`src/hw/pin_mux_pkg.sv`:
```
/*
 Shared constants and carrier types for the shared pin priority multiplexer.
 Assumes one 125 MHz clock domain on the logic side of the pins.
*/
package pin_mux_pkg;

   // Pad count and priority slots per pad, last slot is port I/O
   localparam int NUM_PINS = 24;
   localparam int NUM_SLOTS = 3;
   localparam int SLOT_FIRST = 0;
   localparam int SLOT_SECOND = 1;
   localparam int SLOT_GPIO = 2;
   localparam int SYNC_STAGES = 3;
   localparam int NUM_KBD = 5;
   localparam int NUM_ADC = 8;
   localparam int NUM_TIMER_CH = 2;

   // Pad indices in the flat pad vectors
   localparam int PIN_A0 = 0;
   localparam int PIN_A1 = 1;
   localparam int PIN_A2 = 2;
   localparam int PIN_A3 = 3;
   localparam int PIN_A4 = 4;
   localparam int PIN_A5 = 5;
   localparam int PIN_A6 = 6;
   localparam int PIN_B0 = 7;
   localparam int PIN_B1 = 8;
   localparam int PIN_B2 = 9;
   localparam int PIN_B3 = 10;
   localparam int PIN_B4 = 11;
   localparam int PIN_B5 = 12;
   localparam int PIN_B6 = 13;
   localparam int PIN_B7 = 14;
   localparam int PIN_C0 = 15;
   localparam int PIN_C1 = 16;
   localparam int PIN_C2 = 17;
   localparam int PIN_C3 = 18;
   localparam int PIN_C4 = 19;
   localparam int PIN_D0 = 20;
   localparam int PIN_D1 = 21;
   localparam int PIN_E0 = 22;
   localparam int PIN_E1 = 23;

   // Serial pin location choice
   localparam logic LOC_DEFAULT = 1'b0;
   localparam logic LOC_ALT = 1'b1;

   // Reset values
   localparam logic PAD_RESET = 1'b0;
   localparam logic OE_RESET = 1'b0;
   localparam logic LEVEL_RESET = 1'b0;

   // One claim on a pad: claim, output value, output enable
   typedef struct packed {
      logic en;
      logic out;
      logic oe;
   } func_req_type;

   typedef struct packed {
      logic out;
      logic oe;
   } drive_type;

   typedef struct packed {
      drive_type sck;
      drive_type mosi;
      drive_type miso;
   } spi_drive_type;

   typedef struct packed {
      logic ss;
      logic sck;
      logic mosi;
      logic miso;
   } spi_sense_type;

   localparam func_req_type REQ_OFF = '{en: 1'b0, out: 1'b0, oe: 1'b0};

endpackage

```
`src/hw/shared_pin_priority_mux.sv`:
```
/*
 Shared pin priority multiplexer for five general-purpose ports.
 Assumes peripherals and port logic run on clk_i and drive their claims,
 output values and enables synchronously; pads are resolved outside.
*/
`timescale 1ns/1ns
module shared_pin_priority_mux #(
   parameter int PINS = pin_mux_pkg::NUM_PINS
) (
   // Clock and reset
   input wire logic clk_i,
   input wire logic rst_n_i,
   // Serial pin location option
   input wire logic pin_location_config_option_i,
   // Port I/O requests and read-back
   input wire logic [PINS-1:0] gpio_out_i,
   input wire logic [PINS-1:0] gpio_oe_i,
   output logic [PINS-1:0] gpio_in_o,
   // Serial peripheral interface
   input wire logic spi_en_i,
   input wire pin_mux_pkg::spi_drive_type spi_drive_i,
   output pin_mux_pkg::spi_sense_type spi_sense_o,
   // Enhanced serial interface
   input wire logic esci_en_i,
   input wire logic esci_tx_i,
   output logic esci_rx_o,
   // Keyboard wakeup
   input wire logic [pin_mux_pkg::NUM_KBD-1:0] kbd_en_i,
   output logic [pin_mux_pkg::NUM_KBD-1:0] kbd_o,
   // Converter inputs
   input wire logic [pin_mux_pkg::NUM_ADC-1:0] adc_en_i,
   // Timer channels
   input wire logic [pin_mux_pkg::NUM_TIMER_CH-1:0] tima_en_i,
   input wire pin_mux_pkg::drive_type [pin_mux_pkg::NUM_TIMER_CH-1:0]
      tima_drive_i,
   output logic [pin_mux_pkg::NUM_TIMER_CH-1:0] tima_o,
   input wire logic [pin_mux_pkg::NUM_TIMER_CH-1:0] timb_en_i,
   input wire pin_mux_pkg::drive_type [pin_mux_pkg::NUM_TIMER_CH-1:0]
      timb_drive_i,
   output logic [pin_mux_pkg::NUM_TIMER_CH-1:0] timb_o,
   // Oscillator and bus clock out
   input wire logic osc_in_en_i,
   input wire logic osc_out_en_i,
   input wire logic osc_out_i,
   input wire logic mclk_en_i,
   input wire logic mclk_i,
   // Pads
   input wire logic [PINS-1:0] pad_i,
   output logic [PINS-1:0] pad_o,
   output logic [PINS-1:0] pad_oe_o
);

   pin_mux_pkg::func_req_type [pin_mux_pkg::NUM_SLOTS-1:0] req [PINS];
   logic [PINS-1:0] level;
   logic alt;
   logic spi_def;
   logic spi_alt;
   logic esci_def;
   logic esci_alt;
   logic [PINS-1:0] gpio_in;
   logic [PINS-1:0] next_gpio_in;
   pin_mux_pkg::spi_sense_type spi_sense;
   pin_mux_pkg::spi_sense_type next_spi_sense;
   logic esci_rx;
   logic next_esci_rx;
   logic [pin_mux_pkg::NUM_KBD-1:0] kbd;
   logic [pin_mux_pkg::NUM_KBD-1:0] next_kbd;
   logic [pin_mux_pkg::NUM_TIMER_CH-1:0] tima;
   logic [pin_mux_pkg::NUM_TIMER_CH-1:0] next_tima;
   logic [pin_mux_pkg::NUM_TIMER_CH-1:0] timb;
   logic [pin_mux_pkg::NUM_TIMER_CH-1:0] next_timb;

   function automatic pin_mux_pkg::func_req_type claim(
      input logic en,
      input logic out,
      input logic oe
   );
      pin_mux_pkg::func_req_type r;
      r.en = en;
      r.out = out;
      r.oe = oe;
      return r;
   endfunction

   // Only the chosen location may claim serial pads
   assign alt = pin_location_config_option_i == pin_mux_pkg::LOC_ALT;
   assign spi_def = spi_en_i && !alt;
   assign spi_alt = spi_en_i && alt;
   assign esci_def = esci_en_i && !alt;
   assign esci_alt = esci_en_i && alt;

   always_comb begin
      for (int p = 0; p < PINS; p++) begin
         req[p][pin_mux_pkg::SLOT_FIRST] = pin_mux_pkg::REQ_OFF;
         req[p][pin_mux_pkg::SLOT_SECOND] = pin_mux_pkg::REQ_OFF;
         // Port I/O always claims, so it only wins by default
         req[p][pin_mux_pkg::SLOT_GPIO] =
            claim(1'b1, gpio_out_i[p], gpio_oe_i[p]);
      end
      // Port A
      req[pin_mux_pkg::PIN_A6][pin_mux_pkg::SLOT_FIRST] =
         claim(spi_def, 1'b0, 1'b0);
      req[pin_mux_pkg::PIN_A5][pin_mux_pkg::SLOT_FIRST] =
         claim(spi_def, spi_drive_i.sck.out, spi_drive_i.sck.oe);
      req[pin_mux_pkg::PIN_A4][pin_mux_pkg::SLOT_FIRST] =
         claim(kbd_en_i[4], 1'b0, 1'b0);
      req[pin_mux_pkg::PIN_A3][pin_mux_pkg::SLOT_FIRST] =
         claim(esci_def, 1'b0, 1'b0);
      req[pin_mux_pkg::PIN_A3][pin_mux_pkg::SLOT_SECOND] =
         claim(kbd_en_i[3], 1'b0, 1'b0);
      req[pin_mux_pkg::PIN_A2][pin_mux_pkg::SLOT_FIRST] =
         claim(esci_def, esci_tx_i, 1'b1);
      req[pin_mux_pkg::PIN_A2][pin_mux_pkg::SLOT_SECOND] =
         claim(kbd_en_i[2], 1'b0, 1'b0);
      req[pin_mux_pkg::PIN_A1][pin_mux_pkg::SLOT_FIRST] =
         claim(kbd_en_i[1], 1'b0, 1'b0);
      req[pin_mux_pkg::PIN_A0][pin_mux_pkg::SLOT_FIRST] =
         claim(kbd_en_i[0], 1'b0, 1'b0);
      // Port B: converter inputs never drive the pad
      for (int i = 0; i < pin_mux_pkg::NUM_ADC; i++) begin
         req[pin_mux_pkg::PIN_B0 + i][pin_mux_pkg::SLOT_FIRST] =
            claim(adc_en_i[i], 1'b0, 1'b0);
      end
      req[pin_mux_pkg::PIN_B7][pin_mux_pkg::SLOT_SECOND] =
         claim(timb_en_i[1], timb_drive_i[1].out,
               timb_drive_i[1].oe);
      req[pin_mux_pkg::PIN_B6][pin_mux_pkg::SLOT_SECOND] =
         claim(timb_en_i[0], timb_drive_i[0].out,
               timb_drive_i[0].oe);
      req[pin_mux_pkg::PIN_B5][pin_mux_pkg::SLOT_SECOND] =
         claim(spi_alt, spi_drive_i.sck.out, spi_drive_i.sck.oe);
      req[pin_mux_pkg::PIN_B4][pin_mux_pkg::SLOT_SECOND] =
         claim(spi_alt, spi_drive_i.mosi.out, spi_drive_i.mosi.oe);
      req[pin_mux_pkg::PIN_B3][pin_mux_pkg::SLOT_SECOND] =
         claim(spi_alt, spi_drive_i.miso.out, spi_drive_i.miso.oe);
      // Port C
      req[pin_mux_pkg::PIN_C4][pin_mux_pkg::SLOT_FIRST] =
         claim(osc_in_en_i, 1'b0, 1'b0);
      req[pin_mux_pkg::PIN_C3][pin_mux_pkg::SLOT_FIRST] =
         claim(osc_out_en_i, osc_out_i, 1'b1);
      req[pin_mux_pkg::PIN_C2][pin_mux_pkg::SLOT_FIRST] =
         claim(mclk_en_i, mclk_i, 1'b1);
      req[pin_mux_pkg::PIN_C2][pin_mux_pkg::SLOT_SECOND] =
         claim(spi_alt, 1'b0, 1'b0);
      req[pin_mux_pkg::PIN_C1][pin_mux_pkg::SLOT_FIRST] =
         claim(spi_def, spi_drive_i.mosi.out, spi_drive_i.mosi.oe);
      req[pin_mux_pkg::PIN_C0][pin_mux_pkg::SLOT_FIRST] =
         claim(spi_def, spi_drive_i.miso.out, spi_drive_i.miso.oe);
      // Port D
      req[pin_mux_pkg::PIN_D1][pin_mux_pkg::SLOT_FIRST] =
         claim(tima_en_i[1], tima_drive_i[1].out,
               tima_drive_i[1].oe);
      req[pin_mux_pkg::PIN_D0][pin_mux_pkg::SLOT_FIRST] =
         claim(tima_en_i[0], tima_drive_i[0].out,
               tima_drive_i[0].oe);
      // Port E
      req[pin_mux_pkg::PIN_E1][pin_mux_pkg::SLOT_FIRST] =
         claim(esci_alt, 1'b0, 1'b0);
      req[pin_mux_pkg::PIN_E0][pin_mux_pkg::SLOT_FIRST] =
         claim(esci_alt, esci_tx_i, 1'b1);
   end

   for (genvar g = 0; g < PINS; g++) begin : g_pin
      pin_slot #(
         .SLOTS(pin_mux_pkg::NUM_SLOTS)
      ) u_slot (
         .clk_i(clk_i),
         .rst_n_i(rst_n_i),
         .req_i(req[g]),
         .pad_i(pad_i[g]),
         .pad_o(pad_o[g]),
         .pad_oe_o(pad_oe_o[g]),
         .level_o(level[g])
      );
   end

   // Sensed levels reach peripherals from the selected location only;
   // one extra register keeps every output straight from a flip-flop
   always_comb begin
      next_gpio_in = level;
      next_spi_sense.ss = alt ? level[pin_mux_pkg::PIN_C2] :
                                level[pin_mux_pkg::PIN_A6];
      next_spi_sense.sck = alt ? level[pin_mux_pkg::PIN_B5] :
                                 level[pin_mux_pkg::PIN_A5];
      next_spi_sense.mosi = alt ? level[pin_mux_pkg::PIN_B4] :
                                  level[pin_mux_pkg::PIN_C1];
      next_spi_sense.miso = alt ? level[pin_mux_pkg::PIN_B3] :
                                  level[pin_mux_pkg::PIN_C0];
      next_esci_rx = alt ? level[pin_mux_pkg::PIN_E1] :
                           level[pin_mux_pkg::PIN_A3];
      next_kbd = level[pin_mux_pkg::PIN_A4:pin_mux_pkg::PIN_A0];
      next_tima = level[pin_mux_pkg::PIN_D1:pin_mux_pkg::PIN_D0];
      next_timb = level[pin_mux_pkg::PIN_B7:pin_mux_pkg::PIN_B6];
   end

   always_ff @(posedge clk_i) begin
      if (!rst_n_i) begin
         gpio_in <= '0;
         spi_sense <= '0;
         esci_rx <= pin_mux_pkg::LEVEL_RESET;
         kbd <= '0;
         tima <= '0;
         timb <= '0;
      end else begin
         gpio_in <= next_gpio_in;
         spi_sense <= next_spi_sense;
         esci_rx <= next_esci_rx;
         kbd <= next_kbd;
         tima <= next_tima;
         timb <= next_timb;
      end
   end

   assign gpio_in_o = gpio_in;
   assign spi_sense_o = spi_sense;
   assign esci_rx_o = esci_rx;
   assign kbd_o = kbd;
   assign tima_o = tima;
   assign timb_o = timb;

endmodule

```
`src/hw/pin_slot.sv`:
```
/*
 One shared pad: fixed-priority owner choice, registered drive, and a
 three-stage input synchroniser with agreement filter.
 Assumes slot 0 is the highest priority and the last slot always claims.
*/
`timescale 1ns/1ns
module pin_slot #(
   parameter int SLOTS = pin_mux_pkg::NUM_SLOTS
) (
   // Clock and reset
   input wire logic clk_i,
   input wire logic rst_n_i,
   // Claims, highest priority in slot 0
   input wire pin_mux_pkg::func_req_type [SLOTS-1:0] req_i,
   // Pad side
   input wire logic pad_i,
   output logic pad_o,
   output logic pad_oe_o,
   // Filtered pad level
   output logic level_o
);

   logic [pin_mux_pkg::SYNC_STAGES-1:0] sync;
   logic [pin_mux_pkg::SYNC_STAGES-1:0] next_sync;
   logic pad;
   logic next_pad;
   logic pad_oe;
   logic next_pad_oe;
   logic level;
   logic next_level;
   logic found;

   always_comb begin
      next_pad = pin_mux_pkg::PAD_RESET;
      next_pad_oe = pin_mux_pkg::OE_RESET;
      found = 1'b0;
      // First enabled claim wins the pad
      for (int k = 0; k < SLOTS; k++) begin
         if (!found && req_i[k].en) begin
            next_pad = req_i[k].out;
            next_pad_oe = req_i[k].oe;
            found = 1'b1;
         end
      end
      next_sync = {sync[pin_mux_pkg::SYNC_STAGES-2:0], pad_i};
      next_level = level;
      // Stage 0 feeds stage 1 only; stages 1 and 2 must agree
      if (sync[1] == sync[2]) begin
         next_level = sync[2];
      end
   end

   always_ff @(posedge clk_i) begin
      if (!rst_n_i) begin
         sync <= '0;
         pad <= pin_mux_pkg::PAD_RESET;
         pad_oe <= pin_mux_pkg::OE_RESET;
         level <= pin_mux_pkg::LEVEL_RESET;
      end else begin
         sync <= next_sync;
         pad <= next_pad;
         pad_oe <= next_pad_oe;
         level <= next_level;
      end
   end

   assign pad_o = pad;
   assign pad_oe_o = pad_oe;
   assign level_o = level;

endmodule

```
`config.mk`:
```
export PLATFORM = sky130hd
export DESIGN_NAME = shared_pin_priority_mux
export DESIGN_NICKNAME = d
export VERILOG_FILES = /design/src/hw/pin_mux_pkg.sv /design/src/hw/shared_pin_priority_mux.sv /design/src/hw/pin_slot.sv
export SDC_FILE = /design/constraint.sdc
export NUM_CORES = 1
export LEC_CHECK = 0
export BUFFER_PORTS_ARGS = -buffer_cell sky130_fd_sc_hd__buf_4
export CAP_MARGIN = 20
export CORE_MARGIN = 2
export CORE_UTILIZATION = 30
export DETAILED_ROUTE_END_ITERATION = 6
export GPL_ROUTABILITY_DRIVEN = 0
export SLEW_MARGIN = 20
export SYNTH_ARGS = -nofsm -noshare
export SYNTH_HDL_FRONTEND = slang
export SYNTH_SLANG_ARGS = --single-unit
```
`constraint.sdc`:
```
create_clock -name clk_i -period 0.9 [get_ports clk_i]
set_input_delay 0.045 -clock clk_i [delete_from_list [all_inputs] [get_ports clk_i]]
set_output_delay 0.045 -clock clk_i [all_outputs]
set_load 0.05 [all_outputs]
```
==> results.md, run 1 <==
- The core utilization of the finished layout is 0.507.
- The fraction of final layout cells sized beyond drive strength 1 is 0.396.
- The number of unique standard cell types used by synthesis is 24.
- Measured in cells, the most critical reg-to-reg path has a length of 2.
- Of the total synthesized cell area, the portion taken by full adders, half adders and majority gates is 0.
- The synthesized design contains 0 enable-type register cells.
- The number of input and output port buffers inserted is 199.
- The critical path is of the reg2out type.
- The required time at the endpoint of the critical path is 0.85 ns.
- In the global route stage, overall resource usage came out at 0.134.
- The register clock-pin slew on the reported worst setup and hold paths is 0.06 ns.
- The wire length of the first global-routing pass is 21300 um.
- The class of the tightest hold or removal check is in2reg.
- The async set-reset flop share out of synthesis is 0.
- The count of state elements after synthesis is 173.
- The leakage power total is 4.15 nW.
- The clock insertion delay at the later pin of the skew report is 0.41 ns.
- In this run the critical register-to-register path is captured at g_pin[17].u_slot.level_o.
- In the final routed layout, each cell accounts on average for 13.3 um.
- The run finished, with violations left.
- The count of antenna-violating nets left after detailed routing is 0.
- The period utilization is 1.08.
- The portion of synthesized area spent on multiplexers is 0.0367.
- The DRC violation count after routing is 0.
- The total via count after detailed routing is 4300.
- The H-tree generated during clock tree synthesis spans 4 levels.
- The largest single stage delay on the critical path is 0.36 ns.
- The TritonCTS clock tree is built.
- STA puts the critical path data arrival time at 0.93 ns.
- The checks that failed: setup timing.
- For the pin with the worst max-slew slack, the measured transition is 0.316 ns.
- The capturing element type of the critical path is an output port.
- For this run, the register share of the synthesized area comes to 0.604.
- The routed wire length is 13700 um.
- Entering global routing, the biggest net connects 54 pins.
- The via count of the first global-routing pass came to 4539.
- The post-synthesis average cell area is 11.0 um^2.
- The post-synthesis cell type with the largest combined area is dfxtp_1.
- For this design the top-level I/O count stands at 200.
- After synthesis, the cell types taking the most area are dfxtp_1, and2_1, buf_4.
- The net count reported at finish is 894.
- Setup repair after global routing could not meet its margin everywhere.
- After global routing the overflow that remains totals 0.
- The worst setup path is launched from a flip-flop.
- From synthesis to final layout, the design area changed by 65.2%.
- The gate family responsible for the most delay along the worst path is flip-flops.
- In this run the power density over the cells is 1870 nW/um^2.
- The dominant combinational cell family by area after synthesis is simple AND/OR/NAND/NOR gates.
- After floorplanning, the core was divided into 50 placement rows.
- The cell at the slowest stage of the critical path is dfxtp_2.
- Summed over all nets, the half-perimeter wirelength after detailed placement is 8470 um.
- The largest fanout of any net on the critical path is 2.
- For this run, the number of Yosys warnings is 0.
- Following the worst setup path forward leads to its endpoint at gpio_in_o[0].
- The top achievable clock speed is 1030 MHz.
- Measured along the x axis, the die boundary spans 142 um.
- The number of search-and-repair iterations in the first detailed-routing pass is 4.
- The path length in cells of the critical path is 1.
- In this run the clock root is driven by a clkbuf_16.
- The library cell used most frequently in the layout, excluding fill and tap cells, is buf_4.
- Among all flip-flop cells after synthesis, the most frequent one is dfxtp_1.
- The time the worst path needs with I/O delays and setup is 0.971 ns.
- The count of clock tree sinks is 173.
- Counting both buffers and inverters, the worst setup path holds a total of 1.
- The number of buffers created by CTS is 17.
- The worst relative slew slack is 0.790.
- The cell area that synthesis handed to floorplanning was 5730 um^2.
- The die span in y is 142 um.
- Tracing the worst setup path back leads to its startpoint at gpio_in_o[0].
- Across the run, the number of max-cap violations was 0.
- The initial utilization of the core area, before any placement, comes to 0.307.
- Using the TritonRoute via totals, the vias-per-cell ratio works out to 4.19.
- Leaving out fill and tap cells, the most frequent cells in the layout are buf_4, dlygate4sd3_1, and2_1, dfxtp_1, dfxtp_2.
- The overall die area is 20200 um^2.
- The setup slack after placement is 0.0506 ns.
- The core region is 18700 um^2.
- The worst hold margin is 0.0504 ns.
- The initial antenna violation count is 0.
- The number of buffers on the longest clock path is 2.
- Synthesis produced a netlist whose cell count is 523.
- The count of antenna diodes in the layout is 0.
- The final setup skew is 0.00367 ns.
- The detailed router finished its first iteration with 142 violations.
- When the netlist entered floorplanning its net count stood at 637.
- The critical path goes through buf_8.
- The share of Yosys cell area claimed by the top area cell type is 0.604.
- The worst voltage drop across the vdd grid is 1.22 mV.
- The smallest setup slack after layout is -0.0712 ns.
- The share of the synthesized area in compound gates (AO/OA/AOI/OAI) is 0.0646.
- Of the total synthesized cell area, the portion taken by AND, OR, NAND and NOR gates is 0.198.
- The final number of setup-violating endpoints is 86.
- The final setup TNS is -3.25 ns.
- The startpoint of the lowest-slack register-to-register path is g_pin[17].u_slot.level_o.
- The number of max-slew violations in the final report is 0.
- The slack of the worst reg-to-reg path is 0.18 ns.
- The post-synthesis xor/xnor area fraction is 0.
- The count of final hold-check violations is 0.
## kinds of logic after synthesis
logic type	Yosys count
buffers and inverters	79
DFF	173
and+or+nand+nor	190
AOI/OAI and AO/OA	60
muxes	21
## cell usage after synthesis (all sizes together), types with 7 or more instances
| cell type | instances |
|---|---|
| and2 | 96 |
| buf | 67 |
| mux2i | 21 |
| o21ai | 24 |
| and3b | 14 |
| nand2b | 8 |
| nand2 | 34 |
| dfxtp | 173 |
| nand3 | 7 |
| clkbuf | 12 |
| a21oi | 8 |
| a21boi | 27 |
| nor2b | 20 |
## where the power goes
| part | leakage (nW) | switching, mW | internal (mW) |
|---|---|---|---|
| clock | 0.309 | 3.03 | 4.67 |
| combinational | 2.40 | 0.863 | 1.15 |
| sequential | 1.45 | 0.123 | 7.92 |
## how the worst min path moves through the flow
stage                                 startpoint                   endpoint  slack, ns  cells after the start
global route        pin_location_config_option_i     g_pin[23].u_slot.pad_o       0.07                      3
global placement                   gpio_oe_i[18]  g_pin[18].u_slot.pad_oe_o       0.24                      2
detailed placement                 gpio_oe_i[18]  g_pin[18].u_slot.pad_oe_o       0.25                      2
CTS                 pin_location_config_option_i     g_pin[22].u_slot.pad_o       0.03                      4
finish              pin_location_config_option_i     g_pin[22].u_slot.pad_o       0.05                      4
floorplan                          gpio_oe_i[18]  g_pin[18].u_slot.pad_oe_o       0.16                      1
## flip-flops by register name, summed over array words and instances (netlist names)
name and cells:
gpio_in_o 24, g_pin.u_slot.sync 72, g_pin.u_slot.level_o 24, esci_rx_o 1, g_pin.u_slot.pad_o 24, spi_sense_o 4, g_pin.u_slot.pad_oe_o 24
## repair_timing
item,CTS,global route
resized for setup,202,24
setup endpoints to repair,86,92
setup buffers,0,0
hold endpoints to repair,76,0
gates cloned,0,0
hold buffers,113,0
## layer usage
layer | up-vias | GRT usage | part of all wire
met3 | 30 | 0.0434 | 0.063
met2 | 160 | 0.242 | 0.50
li1 | 2135 | - | -
met4 | 0 | 0.0568 | 0.027
met1 | 1975 | 0.143 | 0.41
met5 | - | 0 | 0
## cell type report
| type | count | area (um^2) |
|---|---|---|
| clock buffers | 18 | 429 |
| clock inverters | 14 | 189 |
| repair buffers | 317 | 3280 |
| flip-flops and latches | 173 | 3560 |
| fillers | 1545 | 9230 |
| multi-input cells | 271 | 1720 |
| well taps | 234 | 293 |
## per-stage QoR
stage | instance area, um^2 | std cells | total power [mW]
floorplan | 5750 | 523 | 9.07
global placement | 7050 | 882 | 9.56
detailed placement | 7050 | 882 | 9.60
CTS | 9390 | 1027 | 17.9
global route | 9480 | 1027 | 18.5
finish | 9480 | 1027 | 17.8
No activity file was read; power rests on OpenSTA's default activity.
==> run 2, diff against run 1 <==
--- a/config.mk
+++ b/config.mk
@@ -11,6 +11,7 @@
 export CORE_UTILIZATION = 30
 export DETAILED_ROUTE_END_ITERATION = 6
 export GPL_ROUTABILITY_DRIVEN = 0
+export SKIP_CTS_REPAIR_TIMING = 1
 export SLEW_MARGIN = 20
 export SYNTH_ARGS = -nofsm -noshare
 export SYNTH_HDL_FRONTEND = slang
==> run 2 against run 1 <==
The run ends with hold timing, setup timing left. Final area down 0.30%. Largest power group unchanged. Routed wire length down 1.5%. Global-route usage down 2.1 points. Critical endpoint is now gpio_in_o[20]. Fmax up 0.41%. Largest cell class unchanged. Total power down 0.14%. Die area unchanged.
==> results.md, run 2 (synthesis results as in run 1) <==
- The number of max-slew violations in the final report is 0.
- The count of clock tree sinks is 173.
- At the end of the flow, the number of nets in the layout was 896.
- The register with the most flip-flops in the final layout is g_pin.u_slot.sync.
- The count of antenna-violating nets left after detailed routing is 0.
- The worst hold margin is -0.00234 ns.
- The number of search-and-repair iterations in the first detailed-routing pass is 4.
- The worst voltage drop across the vdd grid is 1.22 mV.
- The count of buffer and inverter cells on the critical path is 1.
- Across the run, the number of max-cap violations was 0.
- After the first detailed-routing iteration, the DRC count stood at 131.
- The capturing element type of the critical path is an output port.
- In this run the power density over the cells is 1880 nW/um^2.
- The standard cell area after detailed placement is 7050 um^2.
- Of the available clock period, the critical path in the final layout requires 1.07.
- In this run the worst hold path is classified as in2reg.
- The area growth from synthesis to layout is 64.7%.
- In the post-route analysis, the smallest setup slack over all paths is -0.0672 ns.
- After clock tree synthesis, the clock-pin slew on the worst setup and hold paths is 0.06 ns.
- The number of flip-flops in the largest register is 72.
- Among cell families on the critical path, the largest total delay comes from flip-flops.
- The detailed router placed 4292 vias in this run.
- The count of final hold-check violations was 1.
- Setup repair after global routing could not meet its margin everywhere.
- The fraction of final layout cells sized beyond drive strength 1 is 0.394.
- For this configuration, the core starts out at a cell density of 0.307.
- The final number of setup-violating endpoints is 86.
- The run finished, with violations left.
- CTS built an H-tree with a depth of 4.
- The post-route cell area is 9450 um^2.
- The initial antenna violation count is 0.
- The count of pins on the block boundary is 200.
- For the pin with the worst max-slew slack, the measured transition is 0.236 ns.
- The routed design could run at a clock period as short as 0.967 ns.
- For this run, the share of the core covered by cells in the final layout is 0.505.
- The first global-routing pass estimated 18000 um of wire.
- The slowest stage of the critical path belongs to the cell dfxtp_4.
- The leakage power total is 4.14 nW.
- The DRC violation count after routing is 0.
- The class of the most critical setup path is reg2out.
- The final setup skew is 0.00364 ns.
- The per-cell via count in the routed design is 4.17.
- The floorplan step defined a die boundary enclosing 20200 um^2.
- The cell sitting at the root of the clock tree is a clkbuf_16.
- Measured along the y axis, the die boundary spans 142 um.
- The required time at the endpoint of the critical path is 0.85 ns.
- The via count of the first global-routing pass is 3855.
- The clock insertion delay at the later pin of the skew report is 0.41 ns.
- The checks that failed: hold timing, setup timing.
- The number of standard-cell rows in the floorplan is 50.
- Fill cells in the final layout number 1563.
- The largest fanout of any net on the critical path is 2.
- The critical path arrival is 0.92 ns.
- The routed design has 13500 um of wire.
- The total overflow left after global routing is 0.
- The number of buffers on the longest clock path is 2.
- The number of input and output port buffers inserted is 199.
- The number of buffers created by CTS is 17.
- The largest stage delay on the critical path is 0.37 ns.
- TritonCTS built the clock tree.
- Based on the critical path, the design can be clocked at up to 1030 MHz.
- In the final routed layout, each cell accounts on average for 13.1 um.
- The area of the core is 18700 um^2.
- Entering global routing, the biggest net connects 54 pins.
- The half-perimeter wire length after detailed placement is 8470 um.
- The count of antenna diodes in the layout is 0.
- The worst setup path is launched from a flip-flop.
- In the global route stage, overall resource usage came out at 0.113.
- The critical path goes through buf_8.
- In this run the tightest slew margin relative to its limit is 0.842.
- The floorplan step set the die width to 142 um.
- In the layout the commonest cells are dlygate4sd3_1, buf_4, and2_1, dfxtp_1, dfxtp_2.
==> run 2: layer usage <==
metal	vias to the layer above	GRT usage	part of all wire
li1	2142	-	-
met1	1961	0.125	0.41
met2	158	0.197	0.50
met3	31	0.0427	0.063
met4	0	0.0416	0.028
met5	-	0	0
==> run 2: where the power goes <==
part	switching [mW]	total, mW	internal, mW
Sequential	0.119	8.04	7.92
Combinational	0.857	1.99	1.14
Clock	3.03	7.69	4.67
==> run 2: final cells by class <==
| type | instances | area [um^2] | area share |
|---|---|---|---|
| Clock buffer | 18 | 429 | 0.0454 |
| Tap cell | 234 | 293 | 0.0310 |
| Clock inverter | 14 | 189 | 0.0200 |
| Sequential cell | 173 | 3560 | 0.377 |
| Multi-Input combinational cell | 271 | 1720 | 0.182 |
| Timing Repair Buffer | 319 | 3260 | 0.345 |
==> run 2: path summary, 6_finish.rpt <==
| check | start | endpoint | slack (ns) | depth (start not counted) |
|---|---|---|---|---|
| hold / removal | pin_location_config_option_i | g_pin[10].u_slot.pad_oe_o | -0.002 | 3 |
| setup / recovery | gpio_in_o[20] | gpio_in_o[20] | -0.07 | 1 |
| hold reg to reg | g_pin[5].u_slot.sync[0] | g_pin[5].u_slot.sync[1] | 0.43 | 1 |
| setup reg to reg | g_pin[17].u_slot.level_o | g_pin[17].u_slot.level_o | 0.18 | 2 |
==> run 2: through the flow <==
| step | setup TNS (ns) | instances | total power, mW | worst slack [ns] | hold slack [ns] |
|---|---|---|---|---|---|
| floorplan | 0 | 523 | 9.07 | 0.137 | 0.155 |
| global placement | 0 | 882 | 9.56 | 0.0755 | 0.244 |
| detailed placement | 0 | 882 | 9.60 | 0.0506 | 0.253 |
| CTS | -7.47 | 914 | 17.4 | -0.163 | -0.183 |
| global route | -6.81 | 1029 | 18.5 | -0.111 | 0.00663 |
| finish | -3.18 | 1029 | 17.7 | -0.0672 | -0.00234 |
